==> config.mk <==
export PLATFORM = sky130hd
export DESIGN_NAME = acs_top
export DESIGN_NICKNAME = d
export VERILOG_FILES = /design/src/hw/acs_pkg.sv /design/src/hw/acs_top.sv
export SDC_FILE = /design/constraint.sdc
export NUM_CORES = 1
export LEC_CHECK = 0
export ABC_CLOCK_PERIOD_IN_PS = 2300
export BUFFER_PORTS_ARGS = -buffer_cell sky130_fd_sc_hd__buf_2
export CORE_MARGIN = 8
export CORE_UTILIZATION = 30
export CTS_CLUSTER_DIAMETER = 150
export CTS_CLUSTER_SIZE = 20
export DETAILED_ROUTE_END_ITERATION = 7
export PLACE_DENSITY_LB_ADDON = 0.25
export SLEW_MARGIN = 20
export SYNTH_ARGS = -nofsm -noshare
export SYNTH_HDL_FRONTEND = slang
export SYNTH_SLANG_ARGS = --single-unit
==> constraint.sdc <==
create_clock -name clk -period 2.3 [get_ports clk]
set_input_delay 0.115 -clock clk [delete_from_list [all_inputs] [get_ports clk]]
set_output_delay 0.115 -clock clk [all_outputs]
set_load 0.005 [all_outputs]
==> src/hw/acs_pkg.sv <==
package acs_pkg;

  // Register indices; the byte address of each is four times its index.
  localparam logic [7:0] IDX_PORT_LEVELS = 8'h05;
  localparam logic [7:0] IDX_IRQ_FLAGS = 8'h0c;
  localparam logic [7:0] IDX_RESULT = 8'h1e;
  localparam logic [7:0] IDX_CONTROL = 8'h1f;
  localparam logic [7:0] IDX_PIN_DIR = 8'h85;
  localparam logic [7:0] IDX_IRQ_ENABLES = 8'h8c;
  localparam logic [7:0] IDX_PIN_CONFIG = 8'h9f;
  localparam int ADDR_W = 12;

  // Field positions.
  localparam int DONE_FLAG_BIT = 6;
  localparam int DONE_IRQ_EN_BIT = 6;
  localparam int PIN_COUNT = 4;

  // Reset values.
  localparam logic [7:0] CONTROL_RESET = 8'h00;
  localparam logic [2:0] PIN_CONFIG_RESET = 3'h0;
  localparam logic [3:0] PIN_DIR_RESET = 4'hf;

  // Compare unit mode that turns its match into a conversion trigger.
  localparam logic [3:0] TRIGGER_MODE = 4'hb;

  // Timing: clock period and the bit conversion periods.
  localparam int CLK_PERIOD_NS = 4;
  localparam int TAD_OSC_FAST = 2;
  localparam int TAD_OSC_MID = 8;
  localparam int TAD_OSC_SLOW = 32;
  localparam int RC_TAD_NS = 4000;
  localparam int RC_TAD_CYCLES = RC_TAD_NS / CLK_PERIOD_NS;
  localparam int CONV_HALF_TADS = 19;
  localparam int HALF_W = 10;

  // Control register layout, bit 7 down to bit 0.
  typedef struct packed {
    logic [1:0] conv_clock_select;
    logic [2:0] channel_select;
    logic go;
    logic reserved;
    logic converter_on;
  } acs_control_t;

  // Signals towards the analog front end.
  typedef struct packed {
    logic hold_connect;
    logic [1:0] channel;
    logic vref_from_pin;
    logic [3:0] analog_mask;
    logic [7:0] dac_code;
  } acs_analog_t;

endpackage

==> src/hw/acs_top.sv <==
`timescale 1ns/1ns
// Overview of operation
// Port field picks analog pins and reference; 11x makes all digital.
// Port configuration bits 7..3 always read as zero.
// At completion load result, clear go, set done flag; a control write with go and converter on in that cycle leaves go set.
// Result register is never reset and powers up unknown.
// Software waits two bit periods after a conversion before acquiring.
// A conversion lasts nine and a half bit periods.
// Clock select 00,01,10 gives 2,8,32 clocks; 11 uses RC clock.
// Software picks a clock giving at least 1.6 us per bit.
// RC clock gives a bit period of typically 4 us.
// RC clock is meant for sleep only above 1 MHz.
// Hold capacitor disconnects from the pin when conversion starts.
// Software lets acquisition time pass after a channel change.
// Software sets analog pins as inputs.
// A pin driven as output has its driven level converted.
// Channel and direction settings never block a conversion.
// Port read returns zero for every analog configured pin.
// Software does not set go in the write that turns converter on.
// Trigger in mode 1011 with converter on sets go and clears timer one.
// Converter off ignores trigger; timer one still clears.
// Software configures, enables interrupts, waits, starts, polls, reads.
// Channel codes 000..011 pick inputs 0..3; 1xx reserved.
// Converter off bit shuts the module down; a trigger in the same cycle as the off write still starts a conversion.
// Reset clears control registers and aborts any conversion.
// Reserved control bit 1 is kept zero by software.
// Go written while converter off starts nothing and stays clear.
module acs_top
(
  input wire logic clk,
  input wire logic reset_n,
  input wire logic clk_en,
  input wire logic psel,
  input wire logic penable,
  input wire logic pwrite,
  input wire logic [acs_pkg::ADDR_W-1:0] paddr,
  input wire logic [31:0] pwdata,
  output logic [31:0] prdata,
  output logic pready,
  output logic pslverr,
  input wire logic [3:0] compare_mode_field,
  input wire logic special_event_trigger,
  output logic timer_one_clear,
  input wire logic [3:0] port_pins,
  input wire logic comparator_high,
  output acs_pkg::acs_analog_t analog_out,
  output logic [3:0] pin_direction_bits,
  output logic conv_done_irq
);
  import acs_pkg::*;

  acs_control_t converter_control;
  acs_control_t wr_ctl;
  logic [2:0] port_config_field;
  logic [3:0] pin_direction_reg, pins_meta, pins_sync;
  logic conv_done_flag, conv_done_irq_enable;
  logic [7:0] conversion_result, trial, probe, next_trial, index_byte;
  logic comp_meta, comp_sync, converting, half_tick, conv_finish;
  logic [HALF_W-1:0] half_count, half_limit;
  logic [4:0] half_index, pin_use;
  logic bus_write, bus_setup, addr_ok, ctl_write;
  logic sw_go, trigger_go, start_conv, abort_conv;

  // Port configuration decode: bits 3..0 are analog inputs, bit 4 selects
  // the reference pin.
  function automatic logic [4:0] port_use(input logic [2:0] code);
    logic [4:0] use_bits;
    use_bits = 5'h00;
    case (code)
      3'h0, 3'h2: use_bits = 5'h0f;
      3'h1, 3'h3: use_bits = 5'h17;
      3'h4: use_bits = 5'h0b;
      3'h5: use_bits = 5'h13;
      default: use_bits = 5'h00;
    endcase
    return use_bits;
  endfunction

  // Checks that an index names a mapped register.
  function automatic logic index_mapped(input logic [7:0] idx);
    return idx == IDX_PORT_LEVELS || idx == IDX_IRQ_FLAGS ||
           idx == IDX_RESULT || idx == IDX_CONTROL ||
           idx == IDX_PIN_DIR || idx == IDX_IRQ_ENABLES ||
           idx == IDX_PIN_CONFIG;
  endfunction

  // Bus qualifiers; the slave answers in the first access cycle with clk_en high.
  // A byte address names word index addr/4; misaligned ones are refused.
  always_comb
  begin
    index_byte = paddr[9:2];
    addr_ok = paddr[1:0] == 2'h0 && paddr[ADDR_W-1:10] == 2'h0 &&
              index_mapped(index_byte);
    bus_setup = psel && !penable && clk_en;
    bus_write = psel && penable && pwrite && addr_ok && clk_en;
    ctl_write = bus_write && index_byte == IDX_CONTROL;
    pready = clk_en;
  end

  assign pin_use = port_use(port_config_field);
  assign wr_ctl = acs_control_t'(pwdata[7:0]);

  // Pin levels and comparator come from outside the clock domain.
  always_ff @(posedge clk)
  begin
    if (!reset_n)
    begin
      pins_meta <= 4'h0;
      pins_sync <= 4'h0;
      comp_meta <= 1'b0;
      comp_sync <= 1'b0;
    end
    else if (clk_en)
    begin
      pins_meta <= port_pins;
      pins_sync <= pins_meta;
      comp_meta <= comparator_high;
      comp_sync <= comp_meta;
    end
  end

  // Start and abort conditions for a conversion.
  always_comb
  begin
    sw_go = ctl_write && wr_ctl.go && wr_ctl.converter_on &&
            converter_control.converter_on;
    trigger_go = special_event_trigger &&
                 compare_mode_field == TRIGGER_MODE &&
                 converter_control.converter_on;
    start_conv = !converting && (sw_go || trigger_go);
    abort_conv = converting && ctl_write &&
                 (!wr_ctl.converter_on || !wr_ctl.go);
  end

  // Half bit period length picked by the clock select field.
  always_comb
  begin
    case (converter_control.conv_clock_select)
      2'h0: half_limit = HALF_W'(TAD_OSC_FAST / 2);
      2'h1: half_limit = HALF_W'(TAD_OSC_MID / 2);
      2'h2: half_limit = HALF_W'(TAD_OSC_SLOW / 2);
      default: half_limit = HALF_W'(RC_TAD_CYCLES / 2);
    endcase
  end

  assign half_tick = converting && half_count == half_limit - HALF_W'(1);
  assign conv_finish = half_tick &&
                       half_index == 5'(CONV_HALF_TADS - 1);

  // Successive approximation step: keep or drop the probed bit.
  assign next_trial = (comp_sync ? trial : trial & ~probe) | (probe >> 1);

  // Half bit period timer and step counter.
  always_ff @(posedge clk)
  begin
    if (!reset_n)
    begin
      converting <= 1'b0;
      half_count <= '0;
      half_index <= 5'h00;
    end
    else if (clk_en)
    begin
      if (start_conv)
      begin
        converting <= 1'b1;
        half_count <= '0;
        half_index <= 5'h00;
      end
      else if (abort_conv || conv_finish)
      begin
        converting <= 1'b0;
      end
      else if (half_tick)
      begin
        half_count <= '0;
        half_index <= half_index + 5'h01;
      end
      else if (converting)
      begin
        half_count <= half_count + HALF_W'(1);
      end
    end
  end

  // Bit decisions at odd half periods 3 through 17, MSB first.
  always_ff @(posedge clk)
  begin
    if (!reset_n)
    begin
      trial <= 8'h00;
      probe <= 8'h00;
    end
    else if (clk_en)
    begin
      if (start_conv)
      begin
        trial <= 8'h80;
        probe <= 8'h80;
      end
      else if (half_tick && half_index[0] && probe != 8'h00 &&
               half_index >= 5'h02)
      begin
        trial <= next_trial;
        probe <= probe >> 1;
      end
    end
  end

  // Front end drive; the hold switch opens for the whole conversion.
  always_ff @(posedge clk)
  begin
    if (!reset_n)
    begin
      analog_out <= '0;
    end
    else if (clk_en)
    begin
      analog_out.hold_connect <= converter_control.converter_on &&
                                 !(converting || start_conv);
      analog_out.channel <= converter_control.channel_select[1:0];
      analog_out.vref_from_pin <= pin_use[4];
      analog_out.analog_mask <= pin_use[3:0];
      analog_out.dac_code <= start_conv ? 8'h80 : trial;
    end
  end

  // The sampled pin is taken whatever its direction, so an output pin
  // presents its own driven level to the hold capacitor.
  assign pin_direction_bits = pin_direction_reg;

  // Control register: go set by software or trigger, cleared at the end; a control write in that cycle wins.
  always_ff @(posedge clk)
  begin
    if (!reset_n)
    begin
      converter_control <= CONTROL_RESET;
    end
    else if (clk_en)
    begin
      if (ctl_write)
      begin
        converter_control <= wr_ctl;
        converter_control.reserved <= 1'b0;
        converter_control.go <= start_conv ||
                                (converting && !abort_conv);
        if (!wr_ctl.converter_on)
        begin
          converter_control.go <= 1'b0;
        end
      end
      else if (start_conv)
      begin
        converter_control.go <= 1'b1;
      end
      else if (conv_finish)
      begin
        converter_control.go <= 1'b0;
      end
    end
  end

  // Port configuration, pin direction and interrupt enable registers.
  always_ff @(posedge clk)
  begin
    if (!reset_n)
    begin
      port_config_field <= PIN_CONFIG_RESET;
      pin_direction_reg <= PIN_DIR_RESET;
      conv_done_irq_enable <= 1'b0;
    end
    else if (clk_en && bus_write)
    begin
      case (index_byte)
        IDX_PIN_CONFIG: port_config_field <= pwdata[2:0];
        IDX_PIN_DIR: pin_direction_reg <= pwdata[3:0];
        IDX_IRQ_ENABLES: conv_done_irq_enable <= pwdata[DONE_IRQ_EN_BIT];
        default: ;
      endcase
    end
  end

  // Done flag: a completion in the same cycle as a clear keeps it set.
  always_ff @(posedge clk)
  begin
    if (!reset_n)
    begin
      conv_done_flag <= 1'b0;
    end
    else if (clk_en)
    begin
      if (conv_finish)
      begin
        conv_done_flag <= 1'b1;
      end
      else if (bus_write && index_byte == IDX_IRQ_FLAGS)
      begin
        conv_done_flag <= pwdata[DONE_FLAG_BIT];
      end
    end
  end

  // Result register has no reset; hardware load wins over a write.
  always_ff @(posedge clk)
  begin
    if (clk_en)
    begin
      if (conv_finish)
      begin
        conversion_result <= next_trial;
      end
      else if (bus_write && index_byte == IDX_RESULT)
      begin
        conversion_result <= pwdata[7:0];
      end
    end
  end

  // Timer one clear pulse follows every trigger in trigger mode.
  always_ff @(posedge clk)
  begin
    if (!reset_n)
    begin
      timer_one_clear <= 1'b0;
    end
    else if (clk_en)
    begin
      timer_one_clear <= special_event_trigger &&
                         compare_mode_field == TRIGGER_MODE;
    end
  end

  // Done interrupt request towards the interrupt controller.
  assign conv_done_irq = conv_done_flag && conv_done_irq_enable;

  // Read data and error are captured in the setup cycle.
  always_ff @(posedge clk)
  begin
    if (!reset_n)
    begin
      prdata <= 32'h0000_0000;
      pslverr <= 1'b0;
    end
    else if (bus_setup)
    begin
      prdata <= 32'h0000_0000;
      pslverr <= !addr_ok;
      if (!pwrite)
      begin
        case (index_byte)
          IDX_PORT_LEVELS: prdata[3:0] <= pins_sync & ~pin_use[3:0] &
                                          ~{pin_use[4], 3'h0};
          IDX_IRQ_FLAGS: prdata[DONE_FLAG_BIT] <= conv_done_flag;
          IDX_RESULT: prdata[7:0] <= conversion_result;
          IDX_CONTROL: prdata[7:0] <= converter_control;
          IDX_PIN_DIR: prdata[3:0] <= pin_direction_reg;
          IDX_IRQ_ENABLES: prdata[DONE_IRQ_EN_BIT] <= conv_done_irq_enable;
          IDX_PIN_CONFIG: prdata[2:0] <= port_config_field;
          default: prdata <= 32'h0000_0000;
        endcase
      end
    end
  end

endmodule

==> key figures, run 1 <==
Status
  • Status: finished clean

Timing
  • Final Critical Period: 2190 ps
  • FMAX: 0.456 GHz
  • Worst slew pin tran: 608 ps
  • Final hold slack: 35.7 ps
  • Slew HR: 59.3%
  • Hold Vio Cnt, Final: 0
  • RSZ-0062 raised after global routing: no
  • Setup Skew: 9.01 ps
  • Final setup vio count: 0
  • Final Cycle Share: 95.4%
  • Final Max Tran Viols: 0
  • Final setup TNS: 0 ps

Logic synthesis
  • Syn_area_per_cell: 9.11 um^2
  • Sequential share of the synthesized area: 40.9%
  • Yosys warns: 0
  • Asr flop ratio synth: 0%
  • Ys flop type: dfxtp_1
  • Most numerous cell in the Yosys netlist: dfxtp_1
  • Area contributors post-synth: dfxtp_1 36%, edfxtp_1 5.2%, mux2i_1 4.7%, nor2b_1 4.6%, buf_4 4.4%
  • Synth cell count leaders: 83 x dfxtp_1, 51 x nand2_1, 34 x nor2b_1
  • Top cell type's share of synthesized area: 35.8%
  • Synth Cell Area: 0.00465 mm^2
  • Cells after Synth: 510
  • Synth Register Bits: 91
  • Biggest area consumer among synthesized cells: dfxtp_1
  • Post-synth EDFFs: 8
  • Synth unique cells: 69

Floorplanning
  • Starting Density: 30.7%
  • Core box area: 0.0151 mm^2
  • Row count: 45
  • Die width: 140 um
  • Die area: 0.0197 mm^2
  • Die height: 140 um
  • IO Pins: 116

Global routing
  • Vias in the first global route: 3874
  • Total congestion overflow: 0
  • Pin count of the biggest net entering global routing: 33
  • Initial antenna violation count: 0
  • Tot GR Track Use: 13.0%
  • First-pass GRT wire length: 20600 um

Setup path
  • Critical Path Most Common Cell: buf_4
  • Worst-path maximum fanout: 8
  • Worst path cell trace: inv_1 -> ha_1 -> nand2_1 -> or4_1 -> a221oi_4 -> buf_4 -> a31oi_1 -> nor2_1 -> buf_4
  • Critical path's largest stage delay: 530 ps
  • CP startpoint kind: flip-flop
  • Worst path slowest cell: or4_1
  • Arrival time worst endpoint: 2240 ps
  • Setup CP Type: reg2reg
  • Crit end category: flip-flop
  • Worst path top cell family by delay: simple AND/OR/NAND/NOR gates
  • Crit path buf inv count: 3
  • Data required, critical path: 2350 ps

Pwr
  • Clock power frac: 42.5%
  • Int Pwr: 0.00245 W
  • VDD IR max: 0.000338 V
  • Sw frac: 22.5%
  • P_sw: 0.000711 W
  • Combinational share of power: 6.3%
  • Leak Pwr: 2.18 nW
  • Reg power frac: 51.2%
  • Power Density: 561 mW/mm^2

Clocking
  • Hold_buf cts: 0
  • Clk root buf: clkbuf_16
  • CTS tree: done
  • Clk buf depth: 2
  • Reg clk slew, reported paths: 70 ps
  • Htree depth: 3
  • Later-pin clock latency in the skew report: 340 ps
  • Number of buffers created by CTS: 9
  • CTS Sinks: 91

Route
  • Initial DRT Pass Iterations: 4
  • DRT antenna net count: 0
  • Drc violations: 0
  • Initial DRC Count: 285
  • Wire per inst: 16.2 um
  • Vias: 3968
  • Final WL: 12900 um
  • Vias per cell: 4.98

Placement
  • PortBufs: 67
  • Hpwl dp: 9710 um
  • Gpl congestion: 0.829
  • Post-placement cell count: 777

Cells and area
  • Number of diodes: 0
  • Layout cell share with drive strength beyond 1: 25.3%
  • Post-route insts no fill: 797
  • Area added between synthesis and finish: 21.3%
  • Final nets: 667

Worst hold path
  • HP Class: in2reg

Job
  • Max-Cap Viols: 0
cell usage in the layout, fill, tap and decap left out, drive strengths merged, types with 6 or more instances in the layout:
master / instances
buf: 111
dfxtp: 83
nand2: 51
nor2b: 34
inv: 27
a21oi: 27
o21ai: 26
conb: 24
mux2i: 22
nor2: 15
a21boi: 14
clkbuf: 14
nor3: 12
nand3: 10
or4: 10
nor4: 10
a22oi: 9
nor3b: 9
edfxtp: 8
o221ai: 7
nand4: 7
a22o: 6
flip-flops by register name, summed over array words and instances, names as in the netlist:
signal                count
half_count               10
conv_done_flag            1
half_index                5
conv_done_irq_enable      1
converting                1
pslverr                   1
prdata                    8
comp_sync                 1
conversion_result         8
pins_sync                 4
pins_meta                 4
analog_out               15
port_config_field         3
probe                     8
comp_meta                 1
converter_control         7
trial                     8
pin_direction_bits        4
timer_one_clear           1
what timing repair did:
| action | in CTS | in global routing |
|---|---|---|
| gates resized for setup | 0 | 17 |
| setup endpoints to repair | 0 | 33 |
| setup buffers | 0 | 4 |
worst reg2reg max path, stage by stage (launching register included):
cell and delay, ps:
dfxtp_1 310, inv_1 70, ha_1 180, nand2_1 50, or4_1 530, a221oi_4 220
buf_4 190, a31oi_1 50, nor2_1 110, buf_4 190
per-stage QoR:
stage	utilization [%]	cell area, um^2	total power [W]	worst slack [ps]
6_report	37.2	5640	0.00316	105
5_1_grt	37.2	5640	0.00332	3.17
4_1_cts	36.6	5550	0.00322	0.857
3_5_place_dp	34.9	5280	0.00185	14.0
3_3_place_gp	34.9	5280	0.00185	38.1
2_1_floorplan	-	4730	0.00179	23.3
routing by layer:
layer / up-vias / wire length (um) / share of wire (%) / global-route usage [%]
met5: - / 0 / 0 / 0
met4: 0 / 116 / 0.90 / 2.97
met3: 9 / 791 / 6.1 / 4.01
met2: 94 / 5990 / 47 / 21.0
met1: 1876 / 5980 / 46 / 16.5
li1: 1989 / - / - / -
logic make-up (layout without fill, tap and decap cells):
kind of cell	Yosys count	in the layout	share of synthesized area (%)
AOI/OAI and AO/OA	123	123	19.6
muxes	23	23	4.98
and+or+nand+nor	186	186	23.3
other	1	24	0.0807
buffers and inverters	78	154	9.35
DFF	91	91	40.9
adders and majority gates	3	3	0.808
xor gates and xnor gates	5	5	0.943
cell type report:
type	instances	area, um^2
sequential	91	1910
inverter	27	101
fill	1565	9510
multi-input combinational	364	2430
tap	188	235
clock inverter	2	12.5
clock buffer	14	254
timing repair buffer	111	689
worst paths after layout:
check / depth (start not counted) / to / slack, ps / startpoint
min reg2reg: 2 / converter_control[5] / 460 / converter_control[5]
max: 9 / conversion_result[7] / 110 / half_index[0]
min: 3 / comp_meta / 40 / comparator_high
max reg2reg: 9 / conversion_result[7] / 110 / half_index[0]
power groups by stage:
| stage | logic [W] | registers, W | clock network [W] |
|---|---|---|---|
| after floorplan | 0.000142 | 0.00165 | 0 |
| after global routing | 0.000220 | 0.00162 | 0.00148 |
| after detailed placement | 0.000197 | 0.00166 | 0 |
| final | 0.000199 | 0.00162 | 0.00134 |
| after CTS | 0.000198 | 0.00162 | 0.00140 |
| after global placement | 0.000193 | 0.00166 | 0 |
(Power assumes the default switching activity.)
==> inputs of run 2 (changes only) <==
--- a/config.mk
+++ b/config.mk
@@ -5,7 +5,7 @@
 export SDC_FILE = /design/constraint.sdc
 export NUM_CORES = 1
 export LEC_CHECK = 0
-export ABC_CLOCK_PERIOD_IN_PS = 2300
+export ABC_CLOCK_PERIOD_IN_PS = 2400
 export BUFFER_PORTS_ARGS = -buffer_cell sky130_fd_sc_hd__buf_2
 export CORE_MARGIN = 8
 export CORE_UTILIZATION = 30
==> constraint.sdc (replaced) <==
create_clock -name clk -period 2.4 [get_ports clk]
set_input_delay 0.12 -clock clk [delete_from_list [all_inputs] [get_ports clk]]
set_output_delay 0.12 -clock clk [all_outputs]
set_load 0.005 [all_outputs]
==> key figures, run 2 (synthesis results as in run 1) <==
Status
  • Status: finished clean (unchanged)

Setup path
  • Setup CP Type: reg2reg (unchanged)
  • CP startpoint kind: flip-flop (unchanged)
  • Crit end category: flip-flop (unchanged)
  • Worst-path maximum fanout: 10 (was 8)
  • Arrival time worst endpoint: 2540 ps (was 2240 ps)
  • Data required, critical path: 2680 ps (was 2350 ps)

Timing
  • Final Critical Period: 2260 ps (was 2190 ps)
  • Hold Vio Cnt, Final: 0 (unchanged)
  • Setup Skew: 6.49 ps (was 9.01 ps)
  • Worst slew pin tran: 628 ps (was 608 ps)
  • FMAX: 0.443 GHz (was 0.456 GHz)
  • Final hold slack: 34.8 ps (was 35.7 ps)
  • Final setup vio count: 0 (unchanged)
  • Slew HR: 58.1% (was 59.3%)
  • Final Max Tran Viols: 0 (unchanged)
  • RSZ-0062 raised after global routing: no (unchanged)
  • Final setup TNS: 0 ps (unchanged)
  • Final Cycle Share: 94.1% (was 95.4%)

Floorplanning
  • Row count: 45 (unchanged)
  • Die width: 140 um (unchanged)
  • Die area: 0.0197 mm^2 (unchanged)
  • Die height: 140 um (unchanged)
  • IO Pins: 116 (unchanged)
  • Core box area: 0.0151 mm^2 (unchanged)
  • Starting Density: 30.7% (unchanged)

Cells and area
  • Commonest non-fill, non-tap cell in the layout: dfxtp_1 (unchanged)
  • Area added between synthesis and finish: 20.6% (was 21.3%)
  • Post-route insts no fill: 789 (was 797)
  • Max reg flops: 15 (unchanged)
  • Final core occ: 37.0% (was 37.2%)
  • Largest regs: analog_out x15, half_count x10 (unchanged)
  • Final nets: 659 (was 667)
  • Largest Register: analog_out (unchanged)
  • Most frequent cells in the layout: 81 x dfxtp_1, 67 x buf_2, 51 x nand2_1, 35 x buf_4, 34 x nor2b_1 (was 77 x dfxtp_1, 67 x buf_2, 50 x nand2_1, 40 x buf_4, 34 x nor2b_1)
  • Number of diodes: 0 (unchanged)
  • Layout cell share with drive strength beyond 1: 23.5% (was 25.3%)
  • Filler Cell Count: 1528 (was 1565)

Placement
  • Gpl congestion: 0.840 (was 0.829)
  • Post-placement cell count: 770 (was 777)
  • PortBufs: 67 (unchanged)
  • Hpwl dp: 9450 um (was 9710 um)

Clocking
  • CTS tree: done (unchanged)
  • Number of buffers created by CTS: 9 (unchanged)
  • Htree depth: 3 (unchanged)
  • CTS Sinks: 91 (unchanged)
  • Clk root buf: clkbuf_16 (unchanged)
  • Clk buf depth: 2 (unchanged)
  • Reg clk slew, reported paths: 60 ps (was 70 ps)
  • Later-pin clock latency in the skew report: 340 ps (about the same)

Global routing
  • Vias in the first global route: 3785 (was 3874)
  • First-pass GRT wire length: 20300 um (was 20600 um)
  • Tot GR Track Use: 12.8% (was 13.0%)
  • Pin count of the biggest net entering global routing: 37 (was 33)
  • Total congestion overflow: 0 (unchanged)
  • Initial antenna violation count: 0 (unchanged)

Route
  • DRT antenna net count: 0 (unchanged)
  • Initial DRT Pass Iterations: 7 (was 4)
  • Initial DRC Count: 252 (was 285)
  • Vias per cell: 5.03 (was 4.98)
  • Wire per inst: 16.3 um (was 16.2 um)
  • Drc violations: 0 (unchanged)
  • Vias: 3968 (unchanged)
  • Final WL: 12800 um (was 12900 um)

Pwr
  • VDD IR max: 0.000395 V (was 0.000338 V)
  • Leak Pwr: 2.17 nW (was 2.18 nW)
  • Total power: 0.00333 W (was 0.00316 W)
  • Power Density: 595 mW/mm^2 (was 561 mW/mm^2)

Worst hold path
  • HP Class: in2reg (unchanged)

Job
  • Max-Cap Viols: 0 (unchanged)
[run 2: cell count changes in the layout (fill, tap and decap cells not counted), moves of 2 or more]
cell / before / now
clkbuf_1: 4 / 1
bufinv_16: 0 / 2
buf_4: 40 / 35
dfxtp_2: 6 / 2
dfxtp_1: 77 / 81
buf_6: 3 / 0
[run 2: where the power goes]
group          total (W)  internal, W  switching (W)
logic           0.000189    0.0000770       0.000112
clock network    0.00159      0.00100       0.000591
registers        0.00155      0.00154     0.00000912
[run 2: final cells by class]
type                    count  area (um^2)  share of cell area, %
flip-flops and latches     91         1900                   34.0
inverters                  27          101                   1.81
well taps                 188          235                   4.20
repair buffers            103          618                   11.0
clock buffers              12          268                   4.78
clock inverters             4         70.1                   1.25
multi-input cells         364         2410                   43.0
[run 2: worst max-delay path, cell delays in order, from the launching register on]
cell and delay (ps):
dfxtp_1 370, and4b_1 230, o211ai_4 230, a221oi_4 100, buf_4 150, a311o_1 330
buf_4 170, or4_1 460, a21oi_1 140
[run 2: final timing paths]
kind,cells past startpoint,endpoint,slack [ps],from
worst max-delay path,8,half_index[4],140,converter_control[7]
worst min-delay path,3,pins_meta[2],30,port_pins[2]
worst max register to register,8,half_index[4],140,converter_control[7]
worst min register to register,2,converter_control[5],460,converter_control[5]
[run 2: what timing repair did]
item                                    in CTS  in global routing
pin swaps                                    1                  1
hold buffers                                 0                  0
resized for setup                            0                  5
setup buffers                                2                  1
endpoints found under the setup margin       2                 16
[run 2: per-layer routing]
layer	up-vias	global-route usage [%]	wire length (um)
met1	1877	16.6	6060
met4	0	3.26	143
met3	11	3.94	766
li1	1977	-	-
met5	-	0	0
met2	103	20.1	5860
[run 2: stage by stage]
stage | worst slack (ps) | area (um^2)
2_1_floorplan | 123 | 4730
3_3_place_gp | -15.9 | 5230
3_5_place_dp | -51.3 | 5230
4_1_cts | 46.4 | 5580
5_1_grt | 14.6 | 5600
6_report | 142 | 5600
==> inputs of run 3 (changes only) <==
--- a/config.mk
+++ b/config.mk
@@ -5,14 +5,15 @@
 export SDC_FILE = /design/constraint.sdc
 export NUM_CORES = 1
 export LEC_CHECK = 0
-export ABC_CLOCK_PERIOD_IN_PS = 2400
-export BUFFER_PORTS_ARGS = -buffer_cell sky130_fd_sc_hd__buf_2
+export ABC_CLOCK_PERIOD_IN_PS = 2230
+export BUFFER_PORTS_ARGS = -buffer_cell sky130_fd_sc_hd__buf_4
 export CORE_MARGIN = 8
 export CORE_UTILIZATION = 30
 export CTS_CLUSTER_DIAMETER = 150
 export CTS_CLUSTER_SIZE = 20
 export DETAILED_ROUTE_END_ITERATION = 7
 export PLACE_DENSITY_LB_ADDON = 0.25
+export RECOVER_POWER = 100
 export SLEW_MARGIN = 20
 export SYNTH_ARGS = -nofsm -noshare
 export SYNTH_HDL_FRONTEND = slang
==> constraint.sdc (replaced) <==
create_clock -name clk -period 2.23 [get_ports clk]
set_input_delay 0.1115 -clock clk [delete_from_list [all_inputs] [get_ports clk]]
set_output_delay 0.1115 -clock clk [all_outputs]
set_load 0.005 [all_outputs]
==> key figures, run 3 (synthesis results as in run 1) <==
Status
  • Status: finished clean (unchanged)

Cells and area
  • Largest regs: analog_out x15, half_count x10 (unchanged)
  • Largest Register: analog_out (unchanged)
  • Number of diodes: 0 (unchanged)
  • Filler Cell Count: 1545 (was 1528)
  • Max reg flops: 15 (unchanged)
  • Most frequent cells in the layout: 104 x buf_4, 76 x dfxtp_1, 51 x nand2_1, 34 x nor2b_1, 26 x inv_1 (was 81 x dfxtp_1, 67 x buf_2, 51 x nand2_1, 35 x buf_4, 34 x nor2b_1)
  • Layout cell share with drive strength beyond 1: 27.1% (was 23.5%)
  • Final non-filler cell area: 0.00591 mm^2 (was 0.00560 mm^2)
  • Area added between synthesis and finish: 27.2% (was 20.6%)
  • Commonest non-fill, non-tap cell in the layout: buf_4 (was dfxtp_1)
  • Final nets: 667 (was 659)

Floorplanning
  • Row count: 45 (unchanged)
  • Die width: 140 um (unchanged)
  • Core box area: 0.0151 mm^2 (unchanged)
  • Die area: 0.0197 mm^2 (unchanged)
  • IO Pins: 116 (unchanged)
  • Starting Density: 30.7% (unchanged)
  • Die height: 140 um (unchanged)

Setup path
  • Arrival time worst endpoint: 2410 ps (was 2540 ps)
  • Worst path slowest cell: or4_1 (unchanged)
  • Worst path top cell family by delay: compound AO/OA/AOI/OAI gates (unchanged)
  • Data required, critical path: 2500 ps (was 2680 ps)
  • Crit path buf inv count: 1 (was 2)
  • Crit end category: flip-flop (unchanged)
  • Worst path cell trace: and4b_1 -> o211ai_4 -> a221oi_4 -> a311o_1 -> buf_6 -> or4_1 -> a21oi_1 (was and4b_1 -> o211ai_4 -> a221oi_4 -> buf_4 -> a311o_1 -> buf_4 -> or4_1 -> a21oi_1)
  • Critical path's largest stage delay: 470 ps (was 460 ps)
  • Worst-path maximum fanout: 6 (was 10)
  • CP startpoint kind: flip-flop (unchanged)
  • Setup CP Type: reg2reg (unchanged)

Placement
  • Hpwl dp: 9580 um (was 9450 um)
  • PortBufs: 67 (unchanged)
  • Gpl congestion: 0.854 (was 0.840)
  • Area of placed instances: 0.00547 mm^2 (was 0.00523 mm^2)

Global routing
  • First-pass GRT wire length: 20700 um (was 20300 um)
  • Vias in the first global route: 3915 (was 3785)
  • Initial antenna violation count: 0 (unchanged)
  • Tot GR Track Use: 12.9% (was 12.8%)
  • Total congestion overflow: 0 (unchanged)
  • Pin count of the biggest net entering global routing: 42 (was 37)

Route
  • Initial DRT Pass Iterations: 5 (was 7)
  • Drc violations: 0 (unchanged)
  • Wire per inst: 16.2 um (was 16.3 um)
  • Initial DRC Count: 206 (was 252)
  • Vias per cell: 5.02 (was 5.03)
  • DRT antenna net count: 0 (unchanged)
  • Final WL: 12900 um (was 12800 um)
  • Vias: 3997 (was 3968)

Timing
  • FMAX: 0.467 GHz (was 0.443 GHz)
  • Slew HR: 58.2% (was 58.1%)
  • Final setup vio count: 0 (unchanged)
  • Setup Skew: 8.68 ps (was 6.49 ps)
  • Final Critical Period: 2140 ps (was 2260 ps)
  • Hold Vio Cnt, Final: 0 (unchanged)
  • Final Cycle Share: 96.0% (was 94.1%)
  • Final Max Tran Viols: 0 (unchanged)
  • RSZ-0062 raised after global routing: yes (was no)
  • Worst slew pin tran: 625 ps (was 628 ps)

Clocking
  • CTS tree: done (unchanged)
  • Number of buffers created by CTS: 9 (unchanged)
  • CTS Sinks: 91 (unchanged)
  • Clk buf depth: 2 (unchanged)
  • Reg clk slew, reported paths: 60 ps (about the same)
  • Clk root buf: clkbuf_16 (unchanged)
  • Htree depth: 3 (unchanged)
  • Later-pin clock latency in the skew report: 340 ps (about the same)

Worst hold path
  • HP Class: in2reg (unchanged)

Pwr
  • Power Density: 580 mW/mm^2 (was 595 mW/mm^2)
  • Leak Pwr: 2.25 nW (was 2.17 nW)
  • Total power: 0.00342 W (was 0.00333 W)
  • VDD IR max: 0.000529 V (was 0.000395 V)

Job
  • Max-Cap Viols: 0 (unchanged)
-- run 3: cell types whose count changed in the layout (fill, tap and decap cells not counted), moves of 3 or more --
cell     delta
buf_6       +3
buf_2      -66
dfxtp_1     -5
a21oi_1     -4
buf_4      +69
dfxtp_4     +3
a21oi_2     +4
-- run 3: area by class of cell --
| class | count | area, um^2 | share of cell area [%] |
|---|---|---|---|
| Clock buffer | 12 | 246 | 4.17 |
| Clock inverter | 4 | 51.3 | 0.868 |
| Inverter | 27 | 101 | 1.72 |
| Multi-Input combinational cell | 364 | 2490 | 42.1 |
| Sequential cell | 91 | 1920 | 32.5 |
| Tap cell | 188 | 235 | 3.98 |
| Timing Repair Buffer | 111 | 870 | 14.7 |
-- run 3: metal layers --
| layer | vias to the layer above | GRT usage [%] | part of all wire (%) |
|---|---|---|---|
| met5 | - | 0 | 0 |
| met3 | 9 | 3.87 | 6.3 |
| met2 | 98 | 21.3 | 48 |
| met1 | 1903 | 16.3 | 45 |
| li1 | 1987 | - | - |
| met4 | 0 | 2.57 | 0.78 |
-- run 3: timing repair --
action / CTS / global route
resized for setup: 3 / 28
endpoints found under the setup margin: 4 / 31
pin swaps: 0 / 8
gates cloned: 0 / 1
buffers inserted: 0 / 1
hold buffers: 1 / 0
endpoints found under the hold margin: 1 / 0
-- run 3: path summary, 6_finish.rpt --
check | slack, ps | start | end | depth (start not counted)
worst max register to register | 90 | converter_control[6] | half_index[3] | 7
worst max-delay path | 90 | converter_control[6] | half_index[3] | 7
worst min-delay path | 20 | pwdata[1] | pin_direction_bits[1] | 3
worst min register to register | 460 | converter_control[5] | converter_control[5] | 2
-- run 3: through the flow --
| stage | utilization (%) | hold WS, ps | instances | setup TNS (ps) | worst slack, ps |
|---|---|---|---|---|---|
| 2_1_floorplan | - | 240 | 533 | 0 | 43.0 |
| 3_3_place_gp | 36.1 | 359 | 778 | -98.2 | -53.7 |
| 3_5_place_dp | 36.1 | 365 | 778 | -9.41 | -9.41 |
| 4_1_cts | 38.2 | 8.90 | 795 | 0 | 31.0 |
| 5_1_grt | 39.0 | 31.2 | 797 | -38.4 | -13.1 |
| 6_report | 39.0 | 20.9 | 797 | 0 | 88.5 |
-- run 3: tightest hold or removal path, delay by kind of cell --
family | cells | cell delay, ps
buf+inv | 1 | 100
mux | 1 | 60
simple gates | 1 | 60
-- run 3: where the power goes --
group,total (W),leakage [nW],internal (W),switching (W)
Clock,0.00153,0.143,0.000900,0.000630
Sequential,0.00167,0.747,0.00166,0.00000875
Combinational,0.000229,1.36,0.000106,0.000123
Total,0.00342,2.25,0.00266,0.000761
